[config.mk]
export PLATFORM = sky130hd
export DESIGN_NAME = branch_sequencer
export DESIGN_NICKNAME = d
export VERILOG_FILES = /design/src/shared/branch_pkg.sv /design/src/verilog/branch_sequencer.sv
export VERILOG_INCLUDE_DIRS = /design/src /design/src/shared
export SDC_FILE = /design/constraint.sdc
export NUM_CORES = 1
export LEC_CHECK = 0
export BUFFER_PORTS_ARGS = -buffer_cell sky130_fd_sc_hd__buf_2
export CAP_MARGIN = 5
export CORE_AREA = 8 8 134 136
export CTS_CLUSTER_DIAMETER = 60
export DETAILED_ROUTE_END_ITERATION = 10
export DIE_AREA = 0 0 142 144
export PLACE_DENSITY = 0.76
export SYNTH_ARGS = -nofsm -noshare
export SYNTH_HDL_FRONTEND = slang
export SYNTH_SLANG_ARGS = --single-unit
[constraint.sdc]
create_clock -name i_sys_clk -period 7.1 [get_ports i_sys_clk]
set_clock_uncertainty 0.15 [all_clocks]
set_input_delay 1.065 -clock i_sys_clk [delete_from_list [all_inputs] [get_ports i_sys_clk]]
set_output_delay 1.065 -clock i_sys_clk [all_outputs]
set_load 0.01 [all_outputs]
[src/shared/branch_consts.svh]
// Constants for the branch and addressing sequencer: opcodes, lengths, cycles, register offsets.
`ifndef BRANCH_CONSTS_SVH
`define BRANCH_CONSTS_SVH

// ****************************************************************
// Opcodes
// ****************************************************************
`define OP_NO_OPERATION 8'h00
`define OP_SPARE_NOP 8'ha5
`define OP_BIT_CLEAR 8'h30
`define OP_BIT_SET_CLEAR 8'h10
`define OP_LONG_CALL 8'h12
`define OP_LONG_JUMP 8'h02
`define OP_SUB_EXIT 8'h22
`define OP_INT_EXIT 8'h32
`define OP_SHORT_JUMP 8'h80
`define OP_INDIRECT 8'h73
`define OP_ACC_ZERO 8'h60
`define OP_ACC_NONZERO 8'h70
`define OP_CMP_DIR 8'hb5
`define OP_CMP_IMM_ACC 8'hb4
`define OP_DEC_DIR 8'hd5
`define OP_PAGE_LOW 4'h1
`define OP_PAGE_CALL_BIT 1'h1
`define OP_CMP_IND_HI 7'h5b
`define OP_CMP_REG_HI 5'h17
`define OP_DEC_REG_HI 5'h1b

// ****************************************************************
// Lengths in bytes and cycle counts
// ****************************************************************
`define LEN_1 2'h1
`define LEN_2 2'h2
`define LEN_3 2'h3
`define CYC_1 3'h1
`define CYC_2 3'h2
`define CYC_3 3'h3
`define CYC_4 3'h4
`define CYC_5 3'h5

// ****************************************************************
// Address map
// ****************************************************************
`define SFR_BASE 8'h80
`define DATA_POINTER_LOW_ADDR 8'h82
`define DATA_POINTER_HIGH_ADDR 8'h83
`define DATA_POINTER_RESET 8'h00
`define PAGE_BITS 11

`endif

[src/shared/branch_pkg.sv]
// Types shared by the branch and addressing sequencer.
package branch_pkg;

  typedef enum {
    k_nop, k_bit_clear, k_bit_set_clear, k_page_call, k_long_call, k_sub_exit,
    k_int_exit, k_page_jump, k_long_jump, k_short_jump, k_indirect, k_acc_zero,
    k_acc_nonzero, k_cmp_dir, k_cmp_imm_acc, k_cmp_imm_ind, k_cmp_imm_reg,
    k_dec_reg, k_dec_dir, k_unknown
  } kind_t;

  typedef struct packed {
    logic [1:0] len;
    logic [2:0] cyc_not_taken;
    logic [2:0] cyc_taken;
  } timing_t;

  typedef struct packed {
    logic [15:0] pc;
    logic [7:0] opcode;
    logic [7:0] op1;
    logic [7:0] op2;
  } instr_t;

  typedef struct packed {
    logic [7:0] acc;
    logic bit_value;
    logic [7:0] direct_value;
    logic [7:0] reg_value;
    logic [7:0] indirect_value;
    logic [15:0] return_pc;
  } ctx_t;

  typedef struct packed {
    logic [4:0] bank_reg_addr;
    logic [4:0] pointer_reg_addr;
    logic [7:0] direct_addr;
    logic direct_is_sfr;
    logic [7:0] bit_addr;
  } operand_addr_t;

  typedef struct packed {
    logic [15:0] next_pc;
    logic taken;
    logic illegal;
    logic push_return;
    logic [15:0] return_addr;
    logic pop_return;
    logic int_exit;
    logic bit_clear;
    logic write_reg;
    logic write_direct;
    logic [7:0] write_value;
    logic compare_less;
  } result_t;

endpackage

[src/verilog/branch_sequencer.sv]
// Branch and addressing sequencer with the data pointer registers.
`timescale 1ns/1ps
`include "branch_consts.svh"

module branch_sequencer
(
  input wire logic i_sys_clk,
  input wire logic i_srst,
  input wire logic i_issue,
  input wire branch_pkg::instr_t i_instr,
  input wire logic [1:0] i_bank_select,
  input wire branch_pkg::ctx_t i_ctx,
  input wire logic i_sfr_rd,
  input wire logic i_sfr_wr,
  input wire logic [7:0] i_sfr_addr,
  input wire logic [7:0] i_sfr_wdata,
  output logic o_ready,
  output branch_pkg::operand_addr_t o_operand,
  output logic o_retire,
  output branch_pkg::result_t o_result,
  output logic [7:0] o_sfr_rdata,
  output logic o_sfr_hit
);

  // ****************************************************************
  // Decode helpers
  // ****************************************************************
  function automatic branch_pkg::kind_t decode_kind(input logic [7:0] op);
    branch_pkg::kind_t k;
    k = branch_pkg::k_unknown;
    if (op == `OP_NO_OPERATION || op == `OP_SPARE_NOP)
      k = branch_pkg::k_nop;
    else if (op == `OP_BIT_CLEAR)
      k = branch_pkg::k_bit_clear;
    else if (op == `OP_BIT_SET_CLEAR)
      k = branch_pkg::k_bit_set_clear;
    else if (op[3:0] == `OP_PAGE_LOW)
      k = (op[4] == `OP_PAGE_CALL_BIT) ? branch_pkg::k_page_call : branch_pkg::k_page_jump;
    else if (op == `OP_LONG_CALL)
      k = branch_pkg::k_long_call;
    else if (op == `OP_LONG_JUMP)
      k = branch_pkg::k_long_jump;
    else if (op == `OP_SUB_EXIT)
      k = branch_pkg::k_sub_exit;
    else if (op == `OP_INT_EXIT)
      k = branch_pkg::k_int_exit;
    else if (op == `OP_SHORT_JUMP)
      k = branch_pkg::k_short_jump;
    else if (op == `OP_INDIRECT)
      k = branch_pkg::k_indirect;
    else if (op == `OP_ACC_ZERO)
      k = branch_pkg::k_acc_zero;
    else if (op == `OP_ACC_NONZERO)
      k = branch_pkg::k_acc_nonzero;
    else if (op == `OP_CMP_DIR)
      k = branch_pkg::k_cmp_dir;
    else if (op == `OP_CMP_IMM_ACC)
      k = branch_pkg::k_cmp_imm_acc;
    else if (op[7:1] == `OP_CMP_IND_HI)
      k = branch_pkg::k_cmp_imm_ind;
    else if (op[7:3] == `OP_CMP_REG_HI)
      k = branch_pkg::k_cmp_imm_reg;
    else if (op[7:3] == `OP_DEC_REG_HI)
      k = branch_pkg::k_dec_reg;
    else if (op == `OP_DEC_DIR)
      k = branch_pkg::k_dec_dir;
    return k;
  endfunction

  function automatic branch_pkg::timing_t timing_of(input branch_pkg::kind_t k);
    branch_pkg::timing_t t;
    t = '{len: `LEN_1, cyc_not_taken: `CYC_1, cyc_taken: `CYC_1};
    case (k)
      branch_pkg::k_nop:
        t = '{len: `LEN_1, cyc_not_taken: `CYC_1, cyc_taken: `CYC_1};
      branch_pkg::k_bit_clear:
        t = '{len: `LEN_2, cyc_not_taken: `CYC_3, cyc_taken: `CYC_4};
      branch_pkg::k_bit_set_clear:
        t = '{len: `LEN_3, cyc_not_taken: `CYC_3, cyc_taken: `CYC_4};
      branch_pkg::k_page_call:
        t = '{len: `LEN_2, cyc_not_taken: `CYC_3, cyc_taken: `CYC_3};
      branch_pkg::k_long_call:
        t = '{len: `LEN_3, cyc_not_taken: `CYC_4, cyc_taken: `CYC_4};
      branch_pkg::k_sub_exit, branch_pkg::k_int_exit:
        t = '{len: `LEN_1, cyc_not_taken: `CYC_5, cyc_taken: `CYC_5};
      branch_pkg::k_page_jump, branch_pkg::k_short_jump:
        t = '{len: `LEN_2, cyc_not_taken: `CYC_3, cyc_taken: `CYC_3};
      branch_pkg::k_long_jump:
        t = '{len: `LEN_3, cyc_not_taken: `CYC_4, cyc_taken: `CYC_4};
      branch_pkg::k_indirect:
        t = '{len: `LEN_1, cyc_not_taken: `CYC_3, cyc_taken: `CYC_3};
      branch_pkg::k_acc_zero, branch_pkg::k_acc_nonzero:
        t = '{len: `LEN_2, cyc_not_taken: `CYC_2, cyc_taken: `CYC_3};
      branch_pkg::k_cmp_dir, branch_pkg::k_cmp_imm_ind:
        t = '{len: `LEN_3, cyc_not_taken: `CYC_4, cyc_taken: `CYC_5};
      branch_pkg::k_cmp_imm_acc, branch_pkg::k_cmp_imm_reg:
        t = '{len: `LEN_3, cyc_not_taken: `CYC_3, cyc_taken: `CYC_4};
      branch_pkg::k_dec_reg:
        t = '{len: `LEN_2, cyc_not_taken: `CYC_2, cyc_taken: `CYC_3};
      branch_pkg::k_dec_dir:
        t = '{len: `LEN_3, cyc_not_taken: `CYC_3, cyc_taken: `CYC_4};
      default:
        t = '{len: `LEN_1, cyc_not_taken: `CYC_1, cyc_taken: `CYC_1};
    endcase
    return t;
  endfunction

  // A bank register address is the bank base plus the register number.
  function automatic logic [4:0] bank_reg(input logic [1:0] bank, input logic [2:0] n);
    return {bank, n};
  endfunction

  function automatic logic is_sfr(input logic [7:0] addr);
    return addr >= `SFR_BASE;
  endfunction

  // ****************************************************************
  // Sequencer state
  // ****************************************************************
  typedef enum {st_idle, st_run} state_t;

  state_t state;
  branch_pkg::instr_t instr;
  branch_pkg::kind_t kind;
  branch_pkg::timing_t timing;
  logic [2:0] cnt;
  logic taken_q;
  logic cond;
  logic eff_taken;
  logic [2:0] total;
  logic [15:0] next_pc;
  logic [15:0] rel_target;
  logic [7:0] rel;
  logic [7:0] cmp_left;
  logic [7:0] cmp_right;
  logic [7:0] dec_value;
  logic [7:0] data_pointer_low;
  logic [7:0] data_pointer_high;
  branch_pkg::result_t next_result;

  assign kind = decode_kind(instr.opcode);
  assign timing = timing_of(kind);
  assign o_ready = (state == st_idle);

  // The offset is the final byte, except that the two-byte bit jump takes it from op2, the third byte.
  assign rel = (timing.len == `LEN_2 && kind != branch_pkg::k_bit_clear) ? instr.op1 : instr.op2;
  assign next_pc = instr.pc + 16'(timing.len);
  assign rel_target = next_pc + {{8{rel[7]}}, rel};

  always_comb
  begin
    cmp_left = i_ctx.acc;
    cmp_right = instr.op1;
    case (kind)
      branch_pkg::k_cmp_dir:
        cmp_right = i_ctx.direct_value;
      branch_pkg::k_cmp_imm_ind:
        cmp_left = i_ctx.indirect_value;
      branch_pkg::k_cmp_imm_reg:
        cmp_left = i_ctx.reg_value;
      default:
        cmp_left = i_ctx.acc;
    endcase
  end

  assign dec_value = ((kind == branch_pkg::k_dec_reg) ? i_ctx.reg_value
                                                       : i_ctx.direct_value) - 8'h01;

  always_comb
  begin
    case (kind)
      branch_pkg::k_bit_clear:
        cond = !i_ctx.bit_value;
      branch_pkg::k_bit_set_clear:
        cond = i_ctx.bit_value;
      branch_pkg::k_acc_zero:
        cond = (i_ctx.acc == 8'h00);
      branch_pkg::k_acc_nonzero:
        cond = (i_ctx.acc != 8'h00);
      branch_pkg::k_cmp_dir, branch_pkg::k_cmp_imm_acc,
      branch_pkg::k_cmp_imm_ind, branch_pkg::k_cmp_imm_reg:
        cond = (cmp_left != cmp_right);
      branch_pkg::k_dec_reg, branch_pkg::k_dec_dir:
        cond = (dec_value != 8'h00);
      branch_pkg::k_nop, branch_pkg::k_unknown:
        cond = 1'b0;
      default:
        cond = 1'b1;
    endcase
  end

  // The condition is judged in the first cycle after issue and held afterwards,
  // so operand values may change once that cycle is over.
  assign eff_taken = (cnt == 3'h1) ? cond : taken_q;
  assign total = eff_taken ? timing.cyc_taken : timing.cyc_not_taken;

  always_comb
  begin
    next_result = '0;
    next_result.next_pc = next_pc;
    next_result.taken = cond;
    next_result.illegal = (kind == branch_pkg::k_unknown);
    next_result.compare_less = (cmp_left < cmp_right);
    next_result.write_value = dec_value;
    case (kind)
      branch_pkg::k_page_call, branch_pkg::k_page_jump:
      begin
        next_result.next_pc = {next_pc[15:`PAGE_BITS], instr.opcode[7:5], instr.op1};
        next_result.push_return = (kind == branch_pkg::k_page_call);
      end
      branch_pkg::k_long_call, branch_pkg::k_long_jump:
      begin
        next_result.next_pc = {instr.op1, instr.op2};
        next_result.push_return = (kind == branch_pkg::k_long_call);
      end
      branch_pkg::k_sub_exit, branch_pkg::k_int_exit:
      begin
        next_result.next_pc = i_ctx.return_pc;
        next_result.pop_return = 1'b1;
        next_result.int_exit = (kind == branch_pkg::k_int_exit);
      end
      branch_pkg::k_indirect:
        next_result.next_pc = {data_pointer_high, data_pointer_low} + 16'(i_ctx.acc);
      branch_pkg::k_dec_reg, branch_pkg::k_dec_dir:
      begin
        next_result.write_reg = (kind == branch_pkg::k_dec_reg);
        next_result.write_direct = (kind == branch_pkg::k_dec_dir);
        if (cond)
          next_result.next_pc = rel_target;
      end
      branch_pkg::k_bit_set_clear:
      begin
        next_result.bit_clear = cond;
        if (cond)
          next_result.next_pc = rel_target;
      end
      branch_pkg::k_nop, branch_pkg::k_unknown:
        next_result.next_pc = next_pc;
      default:
        if (cond)
          next_result.next_pc = rel_target;
    endcase
    next_result.return_addr = next_pc;
  end

  // ****************************************************************
  // Issue, count and retire
  // ****************************************************************
  always_ff @(posedge i_sys_clk)
  begin
    if (i_srst)
    begin
      state <= st_idle;
      cnt <= 3'h0;
      o_retire <= 1'b0;
    end
    else
    begin
      o_retire <= 1'b0;
      case (state)
        st_idle:
          if (i_issue)
          begin
            state <= st_run;
            cnt <= 3'h1;
          end
        st_run:
          if (cnt == total)
          begin
            state <= st_idle;
            o_retire <= 1'b1;
          end
          else
            cnt <= cnt + 3'h1;
        default:
          state <= st_idle;
      endcase
    end
  end

  always_ff @(posedge i_sys_clk)
  begin
    if (i_srst)
    begin
      instr <= '0;
      o_operand <= '0;
    end
    else if (state == st_idle && i_issue)
    begin
      instr <= i_instr;
      o_operand.bank_reg_addr <= bank_reg(i_bank_select, i_instr.opcode[2:0]);
      o_operand.pointer_reg_addr <= bank_reg(i_bank_select, {2'h0, i_instr.opcode[0]});
      o_operand.direct_addr <= i_instr.op1;
      o_operand.direct_is_sfr <= is_sfr(i_instr.op1);
      o_operand.bit_addr <= i_instr.op1;
    end
  end

  always_ff @(posedge i_sys_clk)
  begin
    if (i_srst)
    begin
      taken_q <= 1'b0;
      o_result <= '0;
    end
    else if (state == st_run && cnt == 3'h1)
    begin
      taken_q <= cond;
      o_result <= next_result;
    end
  end

  // ****************************************************************
  // Data pointer registers
  // ****************************************************************
  always_ff @(posedge i_sys_clk)
  begin
    if (i_srst)
    begin
      data_pointer_low <= `DATA_POINTER_RESET;
      data_pointer_high <= `DATA_POINTER_RESET;
    end
    else if (i_sfr_wr)
    begin
      if (i_sfr_addr == `DATA_POINTER_LOW_ADDR)
        data_pointer_low <= i_sfr_wdata;
      if (i_sfr_addr == `DATA_POINTER_HIGH_ADDR)
        data_pointer_high <= i_sfr_wdata;
    end
  end

  // Reads answer one cycle later; an address outside this pair reads zero without a hit.
  always_ff @(posedge i_sys_clk)
  begin
    if (i_srst)
    begin
      o_sfr_rdata <= 8'h00;
      o_sfr_hit <= 1'b0;
    end
    else
    begin
      o_sfr_hit <= i_sfr_rd && (i_sfr_addr == `DATA_POINTER_LOW_ADDR ||
                                i_sfr_addr == `DATA_POINTER_HIGH_ADDR);
      if (i_sfr_rd && i_sfr_addr == `DATA_POINTER_LOW_ADDR)
        o_sfr_rdata <= data_pointer_low;
      else if (i_sfr_rd && i_sfr_addr == `DATA_POINTER_HIGH_ADDR)
        o_sfr_rdata <= data_pointer_high;
      else
        o_sfr_rdata <= 8'h00;
    end
  end

endmodule

## Yosys cells after proc, flatten, opt, wreduce, memory -nomap -nowiden

Memories as Yosys holds them, arrays and structs flattened.
Index checks and enable logic that the tools add are counted.

| word-level totals | value |
|---|---|
| input bits | 112 |
| memories | 1 |
| flip-flop bits (word level) | 159 |
| bits in writable memories | 0 |
| latch bits | 0 |
| bits in read-only memories | 256 |
| output and inout port bits | 87 |
| word-level logic and storage cells | 160 |

| cells by class | value |
|---|---|
| mux-type cells | 42 |
| multiply operators | 0 |
| divide/modulo/power cells | 0 |
| magnitude comparators | 2 |
| reductions and logical operators | 29 |
| add/subtract/negate cells | 5 |
| eq/ne operators | 54 |
| bitwise gates (word level) | 1 |
| shift operators | 0 |

Memories:

| memory | words | bits a word | rd ports | clocked after Yosys merged registers in | write ports | line | text |
|---|---|---|---|---|---|---|---|
| (name not given) | 32 | 8 | 1 | 0 | 0 | branch_sequencer.sv:73 | `case (k)` |

Operators by type and width:

| kind | number |
|---|---|
| equality test 32 x 4 -> 1 bit, second input constant | 9 |
| equality test 32 x 3 -> 1 bit, second input constant | 5 |
| equality test 32 x 5 -> 1 bit, second input constant | 4 |
| equality test 32 x 2 -> 1 bit, second input constant | 3 |
| equality test 32 x 6 -> 1 bit, second input constant | 3 |
| zero test 32 bit | 3 |
| two-way mux 32 bit | 3 |
| case mux 16 bit (5 select lines) | 1 |
| two-way mux 5 bit | 14 |
| equality test 32 x 1 -> 1 bit, second input constant | 2 |
| case mux 32 bit (2 select lines) | 1 |
| equality test 8 bit, second input constant | 7 |
| two-way mux 8 bit | 6 |
| != test 32 x 2 -> 1 bit, second input constant | 1 |
| zero test 27 bit | 1 |
| equality test 8 x 6 -> 1 bit, second input constant | 3 |
| equality test 8 x 7 -> 1 bit, second input constant | 3 |
| adder 16 bit | 1 |
| adder 16 x 2 -> 16 bit | 1 |
| adder 16 x 8 -> 16 bit | 1 |
| equality test 8 x 5 -> 1 bit, second input constant | 2 |
| zero test 8 bit | 2 |
| two-way mux 16 bit | 1 |
| case mux 8 bit (2 select lines) | 1 |
| 29 further kinds | 55 |

## Longest topological paths before layout

Gate-level depths: netlist of the first run.

| depth | value |
|---|---|
| depth after elaboration | 29 |
| mapped depth | 31 |
| depth with buffers taken out | 28 |

## Worst setup path before layout of the first run

Ideal clock, no wire load.

| path | value |
|---|---|
| path kind | register to register |
| from | register o_operand[22] (netlist name) |
| to | register o_result[47] (netlist name) |
| slack | 1,109 ps |
| arrival time | 5,708 ps |
| clock period less this slack | 5,991 ps |
| stages on the path, launching flop included | 29 |
| cells stage by stage | dfxtp_1 -> buf_2 -> buf_2 -> nor3b_1 -> o2111ai_1 -> o311a_1 -> a31oi_1 -> or2_2 -> inv_1 -> ha_1 -> clkbuf_1 -> nand4_2 -> buf_1 -> a21o_1 -> ha_1 -> fa_1 -> xor2_1 -> ha_1 -> nor2b_1 -> o21ai_0 -> a21oi_1 -> o21ai_0 -> a21boi_0 -> o21ai_0 -> a21oi_1 -> o211ai_1 -> mux2_2 -> o21ai_1 -> a211oi_1 |

RTL lines:

| element | line | text |
|---|---|---|
| to (signal assigned) | branch_sequencer.sv:309 | `o_result <= next_result;` |
| to (decl) | branch_sequencer.sv:20 | `output branch_pkg::result_t o_result,` |

## Worst setup path after layout of the first run

| path | value |
|---|---|
| from | register instr[22] (netlist name) |
| to | register o_result[47] (netlist name) |

| on the way | value |
|---|---|
| elaborated cells between the ends (all ways) | 80 |
| those cells by class | add/sub (3); eq/ne (39); mux (26); reduce/logical (11); memory (1) |

RTL lines:

| element | line | text |
|---|---|---|
| from (decl) | branch_sequencer.sv:123 | `branch_pkg::instr_t instr;` |
| from (signal assigned) | branch_sequencer.sv:290 | `instr <= i_instr;` |
| equality test 8 bit (no line) | - |  |
| two-way mux 1 bit | branch_sequencer.sv:65 | `` else if (op == `OP_DEC_DIR) `` |
| two-way mux 2 bit | branch_sequencer.sv:63 | `` else if (op[7:3] == `OP_DEC_REG_HI) `` |
| two-way mux 2 bit | branch_sequencer.sv:61 | `` else if (op[7:3] == `OP_CMP_REG_HI) `` |
| two-way mux 5 bit | branch_sequencer.sv:59 | `` else if (op[7:1] == `OP_CMP_IND_HI) `` |
| two-way mux 5 bit | branch_sequencer.sv:57 | `` else if (op == `OP_CMP_IMM_ACC) `` |
| two-way mux 5 bit | branch_sequencer.sv:55 | `` else if (op == `OP_CMP_DIR) `` |
| two-way mux 5 bit | branch_sequencer.sv:53 | `` else if (op == `OP_ACC_NONZERO) `` |
| (+10 left out) | - |  |
| two-way mux 32 bit * | branch_sequencer.sv:31 | `` if (op == `OP_NO_OPERATION \|\| op == `OP_SPARE_NOP) `` |
| memory read (32 x 8 bit) * | - |  |
| two-way mux 8 bit * | branch_sequencer.sv:73 |  |
| adder 16 x 2 -> 16 bit * | branch_sequencer.sv:147 | `assign next_pc = instr.pc + 16'(timing.len);` |
| net next_pc[2] | branch_sequencer.sv:131 | `logic [15:0] next_pc;` |
| adder 16 bit * | branch_sequencer.sv:148 | `assign rel_target = next_pc + {{8{rel[7]}}, rel};` |
| two-way mux 16 bit * | branch_sequencer.sv:228, branch_sequencer.sv:234, branch_sequencer.sv:240 |  |
| case mux 16 bit (5 select lines) * | branch_sequencer.sv:205 | `case (kind)` |

Mark *: on every way through the listed nets, which the timed path passes. The rest lies on a longest branch.
A chain may end at the register's enable or synchronous reset.

==> results of run 1 <==
sequential cells by signal, summed over array words and instances, names as in the netlist:
register,flops
cnt,3
data_pointer_high,8
data_pointer_low,8
instr,37
o_operand,6
o_result,48
o_retire,1
o_sfr_hit,1
o_sfr_rdata,8
state,1
taken_q,1
cells by family after synthesis:
family,after synthesis,synth area share
AND/OR/NAND/NOR,437,0.242
AO/OA/AOI/OAI,264,0.216
flip-flops,122,0.285
buffers and inverters,120,0.0661
multiplexers,60,0.0721
adder cells (fa/ha/maj),47,0.0714
XOR/XNOR,46,0.0471
other,1,0.000438
final timing paths:
kind | startpoint | to | slack, ns | cells past startpoint
worst max-delay path | instr[22]$_SDFFE_PP0P_ | o_result[47]$_SDFFE_PP0P_ | 0.67 | 26
worst max register to register | instr[22]$_SDFFE_PP0P_ | o_result[47]$_SDFFE_PP0P_ | 0.67 | 26
worst min-delay path | o_result[12]$_SDFFE_PP0P_ | o_result[12]$_SDFFE_PP0P_ | 0.29 | 2
worst min register to register | o_result[12]$_SDFFE_PP0P_ | o_result[12]$_SDFFE_PP0P_ | 0.29 | 2
metal layers:
metal	part of all wire	vias to the layer above
met5	0	-
li1	-	4186
met4	0.040	0
met2	0.48	321
met1	0.41	4122
met3	0.069	76
cells in the final DEF (no fill, tap or decap), types with 17 or more instances in the layout:
master,n
inv_1,31
a21oi_1,88
nor3_1,42
mux2i_1,47
nand2_1,165
a221oi_1,20
clkbuf_16,17
nor2_1,107
ha_1,44
xnor2_1,24
nand3_1,23
o21ai_0,28
dfxtp_1,120
buf_2,195
xor2_1,22
power groups by stage:
stage / sequential (mW) / combinational (mW) / clock [mW]
3_3_place_gp: 0.801 / 0.913 / 0
2_1_floorplan: 0.792 / 0.669 / 0
5_1_grt: 0.795 / 1.03 / 0.896
3_5_place_dp: 0.802 / 0.919 / 0
4_1_cts: 0.788 / 0.927 / 0.870
6_report: 0.789 / 0.943 / 0.861
synthesized netlist by cell type, types with 11 or more instances:
| cell type | count | share of area |
|---|---|---|
| a211oi_1 | 11 | 0.0097 |
| a21oi_1 | 89 | 0.052 |
| a221o_1 | 12 | 0.014 |
| a221oi_1 | 20 | 0.020 |
| a22oi_1 | 14 | 0.012 |
| buf_2 | 11 | 0.0064 |
| buf_4 | 27 | 0.024 |
| clkbuf_1 | 45 | 0.020 |
| dfxtp_1 | 122 | 0.29 |
| ha_1 | 44 | 0.064 |
| inv_1 | 31 | 0.014 |
| mux2_2 | 12 | 0.016 |
| mux2i_1 | 47 | 0.055 |
| nand2_1 | 165 | 0.072 |
| nand3_1 | 23 | 0.013 |
| nand4_1 | 11 | 0.0080 |
| nor2_1 | 108 | 0.047 |
| nor3_1 | 43 | 0.025 |
| o21ai_0 | 28 | 0.016 |
| xnor2_1 | 24 | 0.025 |
| xor2_1 | 22 | 0.023 |
worst register-to-register path: cells and delay by family (launching register included):
family	cells	cell delay, ns
fa+ha+maj	4	1.32
buf+inv	1	0.14
compound gates	13	2.25
xor+xnor	1	0.27
simple gates	4	1.05
mux	3	0.60
flops	1	0.47
final cells by class:
cell class | instances | area (um^2)
Multi-Input combinational cell | 856 | 5580
Clock buffer | 19 | 443
Clock inverter | 13 | 134
Sequential cell | 122 | 2440
Inverter | 33 | 124
Timing Repair Buffer | 209 | 1080
Antenna cell | 1 | 2.50
Tap cell | 220 | 275
Fill cell | 1478 | 5970
per-stage QoR:
step | instances | worst slack, ns | utilization | area, um^2 | hold WS [ns]
after floorplan | 1098 | 1.11 | - | 8560 | 0.291
after global placement | 1440 | 0.731 | 0.591 | 9500 | 0.287
after detailed placement | 1440 | 0.593 | 0.591 | 9500 | 0.291
after CTS | 1472 | 0.488 | 0.627 | 10100 | 0.299
after global routing | 1472 | 0.141 | 0.628 | 10100 | 0.322
final | 1473 | 0.674 | 0.628 | 10100 | 0.295
repair_timing:
item / 4_1_cts / 5_1_grt
endpoints found under the setup margin: 0 / 4
hold buffers: 0 / 0
resized for setup: 0 / 3
==> results.toml, run 1 <==
[detailed_routing]
detail_route.first_pass.iterations = 6
route.detailed.wl_per_inst_um = 18.9
detail_route.drc_violations = 0
route.antenna.remaining_nets = 0
vias_per_cell = 5.91
route.vias.total = 8705
wirelength_um = 27800
dr.first_iter.drc_count = 753

[clock_network]
clkLatencyLatePin_ns = 0.43
cts_setup_buffers = 0
clock_tree.root_cell = "clkbuf_16"
clock_pin_slew_reported_for_the_worst_setup_and_hold_paths_after_clock_tree_synthesis_ns = 0.06
cts.htree.levels = 4
clk_path_buf_depth = 2
cts_inserted_buffers = 17
cts_tree = "done"
clock_sinks = 122

[yosys]
synth_enable_flop_cells = 0
synthDistinctLibCells = 87
synth_async_sr_flop_share = 0
post_synth_instance_area_um2 = 8560
ys_seq_area_frac = 0.285
syn_inst = 1097
avgSynthCellArea_um2 = 7.80
yosysWarnings = 0
synth-seq-cells = 122
synth_flop_cell = "dfxtp_1"

[sta]
timing_worst_slew_pin_value_ns = 0.992
setup_violations = 0
drv_slew = 0
fmax_ghz = 0.156
finalHoldViolations = 0
maxSlewHeadroom = 0.337
finalCritPeriodShare = 0.905
layout_min_cycle_time_ns = 6.43
unrepaired_setup_endpoints_after_global_routing = "no"
setup_tns_ns = 0

[finish]
area.growth.synth_to_final_pct = 17.8
num-nets-final = 1398
drive_above_1_share = 0.228

[grt]
wire_length_of_the_first_global_routing_pass_um = 44000
globalRoute.busiestLayer = "met2"
globalRouteMet1Util = 0.326
gr-total-overflow = 0
grt.total_usage = 0.272
antenna_found_initial = 0
global_route.usage.met2 = 0.448
first_global_vias = 8560
grt_start_max_net_pins = 94
use_met3 = 0.0673

[min_path]
hold_path.class = "flip-flop to flip-flop"

[critical_path]
critical_path_class = "flip-flop to flip-flop"
critPathLaunchType = "flip-flop"
slowest_stage = "dfxtp_1"
cp.arrival_ns = 6.54
critPathMaxFanout = 12
worst_ep_required_time_ns = 7.21
worst_path_largest_cell_delay_ns = 0.47
crit_path_end_kind = "flip-flop"
crit_buf_inv = 1
crit_family = "compound AO/OA/AOI/OAI gates"

[die]
floorplan.initialDensity = 0.533
io-pin-count = 199
placeableCoreArea_um2 = 16100
floorplan.die.height_um = 144
design.die.area_um2 = 20400
row_count = 47
die_width_um = 142

[placed_design]
placement.io_buffers = 196
dp.final_hpwl_um = 20800
finalWeightedCongestion = 0.982

[pwr]
power_report.internal_total_mw = 1.60
power_frac_clock = 0.332
seq_power_share = 0.304
power.share.switching = 0.385
comb_power_share = 0.364
total_power_mw = 2.59
vdd.ir_drop.worst_mv = 0.201
powerDensity_nw_per_um2 = 257
power_leakage_nw = 4.64
switching_power_summed_over_all_nets_uw = 998

[flow_run]
maxCapViolations = 0

[outcome]
outcome = "finished clean"
No activity file was read; power rests on OpenSTA's default activity.
==> run 2, diff against run 1 <==
--- a/config.mk
+++ b/config.mk
@@ -8,10 +8,12 @@
 export LEC_CHECK = 0
 export BUFFER_PORTS_ARGS = -buffer_cell sky130_fd_sc_hd__buf_2
 export CAP_MARGIN = 5
-export CORE_AREA = 8 8 134 136
+export CELL_PAD_IN_SITES_DETAIL_PLACEMENT = 0
+export CELL_PAD_IN_SITES_GLOBAL_PLACEMENT = 1
+export CORE_AREA = 8 8 156 158
 export CTS_CLUSTER_DIAMETER = 60
 export DETAILED_ROUTE_END_ITERATION = 10
-export DIE_AREA = 0 0 142 144
+export DIE_AREA = 0 0 164 166
 export PLACE_DENSITY = 0.76
 export SYNTH_ARGS = -nofsm -noshare
 export SYNTH_HDL_FRONTEND = slang
==> results.toml, run 2 (synthesis gave the netlist of run 1 again) <==
[pwr]
power_leakage_nw = 4.67
power_frac_clock = 0.338
switching_power_summed_over_all_nets_mw = 1.03
powerDensity_nw_per_um2 = 259
vdd.ir_drop.worst_mv = 0.145
comb_power_share = 0.363
seq_power_share = 0.299
power_report.internal_total_mw = 1.60
power.share.switching = 0.392

[die]
design.die.area_um2 = 27200
floorplan.die.height_um = 166
placeableCoreArea_um2 = 22100
die_width_um = 164
row_count = 55
io-pin-count = 199
floorplan.initialDensity = 0.387

[critical_path]
critPathLaunchType = "flip-flop"
worst_ep_required_time_ns = 7.21
cp_startpoint = "instr[21]$_SDFFE_PP0P_"
critical_path_class = "flip-flop to flip-flop"
crit_path_end_kind = "flip-flop"
critPathMaxFanout = 21
reg2reg_from = "instr[21]$_SDFFE_PP0P_"
cp.arrival_ns = 6.66

[placed_design]
placed_cell_area_um2 = 9610
dp.final_hpwl_um = 23000
placement.io_buffers = 196
finalWeightedCongestion = 0.938
placedCellCount = 1509

[finish]
drive_above_1_share = 0.230
layout.cells.most_common_list = "buf_2 (195), nand2_1 (165), dfxtp_1 (122)"
insertedDiodeCount = 0
max_flop_register = "o_result"
largest_register_ff_count = 48
layout.cells.most_common = "buf_2"
top_regs = "o_result x48, instr x37"
num-nets-final = 1402
postLayoutCellArea_um2 = 10200
finalNonFillerCells = 1541
area.growth.synth_to_final_pct = 19.3

[clock_network]
cts.htree.levels = 4
cts.hold.buffers_added = 0
cts_inserted_buffers = 17
clock_sinks = 122
cts_setup_buffers = 0
clock_pin_slew_reported_for_the_worst_setup_and_hold_paths_after_clock_tree_synthesis_ns = 0.06
clock_tree.root_cell = "clkbuf_16"
clk_path_buf_depth = 2
clkLatencyLatePin_ns = 0.43
post_cts_resized = 0
cts_tree = "done"

[sta]
maxSlewHeadroom = 0.317
finalHoldViolations = 0
drv_slew = 0
layout_min_cycle_time_ns = 6.54
setup_violations = 0
fmax_ghz = 0.153
finalCritPeriodShare = 0.921
timing_worst_slew_pin_value_ns = 1.02
unrepaired_setup_endpoints_after_global_routing = "no"
setup_tns_ns = 0

[detailed_routing]
route.detailed.wl_per_inst_um = 19.5
route.vias.total = 8552
detail_route.first_pass.iterations = 5
dr.first_iter.drc_count = 563
wirelength_um = 30100
detail_route.drc_violations = 0
vias_per_cell = 5.55
route.antenna.remaining_nets = 0

[grt]
grt_start_max_net_pins = 93
gr-total-overflow = 0
antenna_found_initial = 0
grt.total_usage = 0.219
wire_length_of_the_first_global_routing_pass_um = 47300
first_global_vias = 8424

[min_path]
worst_hold_startpoint = "o_result[5]$_SDFFE_PP0P_"
hold_path.class = "flip-flop to flip-flop"

[flow_run]
maxCapViolations = 0

[outcome]
outcome = "finished clean"
==> run 2: cell types whose count changed in the layout (fill, tap and decap cells not counted), sizes merged <==
cell and change:
diode -1, clkinv +1, buf +4, clkbuf -1
==> run 2: layer usage <==
metal	vias to the layer above	global-route usage	part of all wire
li1	4192	-	-
met1	4077	0.274	0.43
met2	238	0.372	0.50
met3	45	0.0384	0.049
met4	0	0.0728	0.026
met5	-	0	0
==> run 2: worst paths after layout <==
path | endpoint | slack, ns | cells past startpoint
worst max-delay path | o_result[47]$_SDFFE_PP0P_ | 0.56 | 27
worst max register to register | o_result[47]$_SDFFE_PP0P_ | 0.56 | 27
worst min register to register | o_result[5]$_SDFFE_PP0P_ | 0.30 | 2
worst min-delay path | o_result[5]$_SDFFE_PP0P_ | 0.30 | 2
==> run 2: worst max-delay path, cell delays in order, from the launching register on <==
cell and delay (ns):
dfxtp_1 0.81, nor2b_2 0.32, a22oi_1 0.10, nor2_1 0.12
a21oi_1 0.04, o21ai_0 0.13, mux2i_1 0.11, a21oi_1 0.39
inv_1 0.19, ha_1 0.25, nor2_1 0.10, o221ai_1 0.14
a21o_1 0.22, ha_1 0.21, fa_1 0.44, xor2_1 0.27
ha_1 0.31, nor2b_1 0.14, o21ai_0 0.18, a21oi_1 0.11
o21ai_0 0.21, a21boi_0 0.16, o21ai_0 0.25, a21oi_1 0.17
o211ai_1 0.26, mux2_2 0.36, o21ai_1 0.13, a211oi_1 0.09
==> run 2: area by class of cell <==
| class | count | area, um^2 |
|---|---|---|
| clock buffer | 18 | 439 |
| clock inverter | 14 | 154 |
| fill | 2267 | 11900 |
| inverter | 33 | 124 |
| multi-input combinational | 856 | 5580 |
| sequential | 122 | 2440 |
| tap | 285 | 357 |
| timing repair buffer | 213 | 1110 |
==> run 2: power by group through the flow <==
stage                     Sequential, mW  Combinational (mW)  Clock, mW
after floorplan                    0.792               0.669          0
after global placement             0.805               0.944          0
after detailed placement           0.805               0.946          0
after CTS                          0.790               0.951      0.902
after global routing               0.797                1.05      0.936
final                              0.790               0.957      0.892
==> run 2: stage by stage <==
stage / power [mW] / setup slack [ns] / hold slack, ns / util
2_1_floorplan: 1.46 / 1.11 / 0.291 / -
3_3_place_gp: 1.75 / 0.735 / 0.286 / 0.435
3_5_place_dp: 1.75 / 0.673 / 0.294 / 0.435
4_1_cts: 2.64 / 0.643 / 0.303 / 0.462
5_1_grt: 2.79 / 0.0153 / 0.319 / 0.462
6_report: 2.64 / 0.557 / 0.298 / 0.462
==> run 3, diff against run 2 <==
==> constraint.sdc (replaced) <==
create_clock -name i_sys_clk -period 7.3 [get_ports i_sys_clk]
set_clock_uncertainty 0.15 [all_clocks]
set_input_delay 1.095 -clock i_sys_clk [delete_from_list [all_inputs] [get_ports i_sys_clk]]
set_output_delay 1.095 -clock i_sys_clk [all_outputs]
set_load 0.01 [all_outputs]
==> results.toml, run 3 (synthesis gave the netlist of run 1 again) <==
[sta]
finalHoldViolations = 0
setup_violations = 0
drv_slew = 0
timing_worst_slew_pin_value_ns = 1.01
unrepaired_setup_endpoints_after_global_routing = "no"
fmax_ghz = 0.151
finalCritPeriodShare = 0.905
layout_min_cycle_time_ns = 6.61
maxSlewHeadroom = 0.324
whs_ns = 0.298
setup_tns_ns = 0

[critical_path]
cp.arrival_ns = 6.71
critical_path_class = "flip-flop to flip-flop"
critPathLaunchType = "flip-flop"
critPathMaxFanout = 12
worst_ep_required_time_ns = 7.40
crit_path_end_kind = "flip-flop"

[detailed_routing]
wirelength_um = 30000
dr.first_iter.drc_count = 579
detail_route.drc_violations = 0
route.antenna.remaining_nets = 0
detail_route.first_pass.iterations = 5
route.vias.total = 8515
vias_per_cell = 5.54
route.detailed.wl_per_inst_um = 19.5

[placed_design]
dp.final_hpwl_um = 22700
finalWeightedCongestion = 0.933
placement.io_buffers = 196

[finish]
area.growth.synth_to_final_pct = 19.0
layout.cells.most_common_list = "buf_2 (195), nand2_1 (165), dfxtp_1 (119)"
largest_register_ff_count = 48
top_regs = "o_result x48, instr x37"
num-nets-final = 1399
max_flop_register = "o_result"
drive_above_1_share = 0.229
layout.cells.most_common = "buf_2"

[pwr]
seq_power_share = 0.301
power_report.internal_total_mw = 1.58
switching_power_summed_over_all_nets_uw = 973
power.share.switching = 0.382
vdd.ir_drop.worst_mv = 0.164
powerDensity_nw_per_um2 = 251
power_frac_clock = 0.336
power_leakage_nw = 4.64
comb_power_share = 0.363

[die]
placeableCoreArea_um2 = 22100
floorplan.die.height_um = 166
floorplan.initialDensity = 0.387
row_count = 55
die_width_um = 164
design.die.area_um2 = 27200
io-pin-count = 199

[min_path]
hold_path.class = "flip-flop to flip-flop"

[clock_network]
clk_path_buf_depth = 2
clock_pin_slew_reported_for_the_worst_setup_and_hold_paths_after_clock_tree_synthesis_ns = 0.07
cts_tree = "done"
cts.hold.buffers_added = 0
clock_tree.root_cell = "clkbuf_16"
clock_sinks = 122
cts_inserted_buffers = 17
clkLatencyLatePin_ns = 0.42
cts.htree.levels = 4

[grt]
gr-total-overflow = 0
grt.total_usage = 0.216
grt_start_max_net_pins = 93
wire_length_of_the_first_global_routing_pass_um = 46500
first_global_vias = 8286
antenna_found_initial = 2

[outcome]
outcome = "finished clean"

[flow_run]
maxCapViolations = 0
[run 3: through the flow]
stage                     cells  setup WS [ns]  power, mW  area, um^2  utilization
after floorplan            1098           1.31       1.42        8560            -
after global routing       1538         0.0276       2.70       10200        0.461
after global placement     1506          0.834       1.70        9590        0.434
after detailed placement   1506          0.739       1.70        9590        0.434
after CTS                  1536          0.704       2.56       10200        0.460
final                      1538          0.690       2.55       10200        0.461
[run 3: layout make-up]
class | count | area [um^2]
inverter | 33 | 124
clock inverter | 12 | 143
clock buffer | 18 | 439
timing repair buffer | 210 | 1090
tap | 285 | 357
multi-input combinational | 856 | 5580
sequential | 122 | 2450
fill | 2256 | 11900
antenna | 2 | 5.00
[run 3: power by group through the flow]
stage / Clock (mW) / Sequential [mW] / Combinational (mW)
3_3_place_gp: 0 / 0.783 / 0.914
4_1_cts: 0.872 / 0.769 / 0.919
5_1_grt: 0.905 / 0.776 / 1.02
3_5_place_dp: 0 / 0.783 / 0.914
2_1_floorplan: 0 / 0.771 / 0.651
6_report: 0.858 / 0.768 / 0.925
[run 3: worst paths after layout]
path	startpoint	to	slack (ns)	cells past startpoint
worst max-delay path	instr[22]$_SDFFE_PP0P_	o_result[47]$_SDFFE_PP0P_	0.69	26
worst min-delay path	o_result[5]$_SDFFE_PP0P_	o_result[5]$_SDFFE_PP0P_	0.30	2
worst max register to register	instr[22]$_SDFFE_PP0P_	o_result[47]$_SDFFE_PP0P_	0.69	26
worst min register to register	o_result[5]$_SDFFE_PP0P_	o_result[5]$_SDFFE_PP0P_	0.30	2
[run 3: layer usage]
layer / part of all wire / global-route usage
met3: 0.050 / 0.0374
met2: 0.50 / 0.363
met5: 0 / 0
met4: 0.023 / 0.0688
met1: 0.43 / 0.273
[run 3: repair_timing]
action                                  CTS  global route
buffers inserted                          0             0
gates resized for setup                   0             3
endpoints found under the setup margin    0             1
[run 3: critical path, cell delays in order (launching register included)]
cell and delay, ns:
dfxtp_1 0.47, nor4_4 0.45, and2_1 0.33, a211oi_1 0.07
mux2i_1 0.15, mux2i_1 0.09, a21oi_1 0.37, inv_1 0.18
ha_1 0.37, nor2_1 0.16, o221ai_1 0.13, a21o_1 0.23
ha_1 0.21, fa_1 0.43, xor2_1 0.27, ha_1 0.31
nor2b_1 0.14, o21ai_0 0.19, a21oi_1 0.12, o21ai_0 0.22
a21boi_0 0.15, o21ai_0 0.25, a21oi_1 0.17, o211ai_1 0.26
mux2_2 0.36, o21ai_1 0.13, a211oi_1 0.08
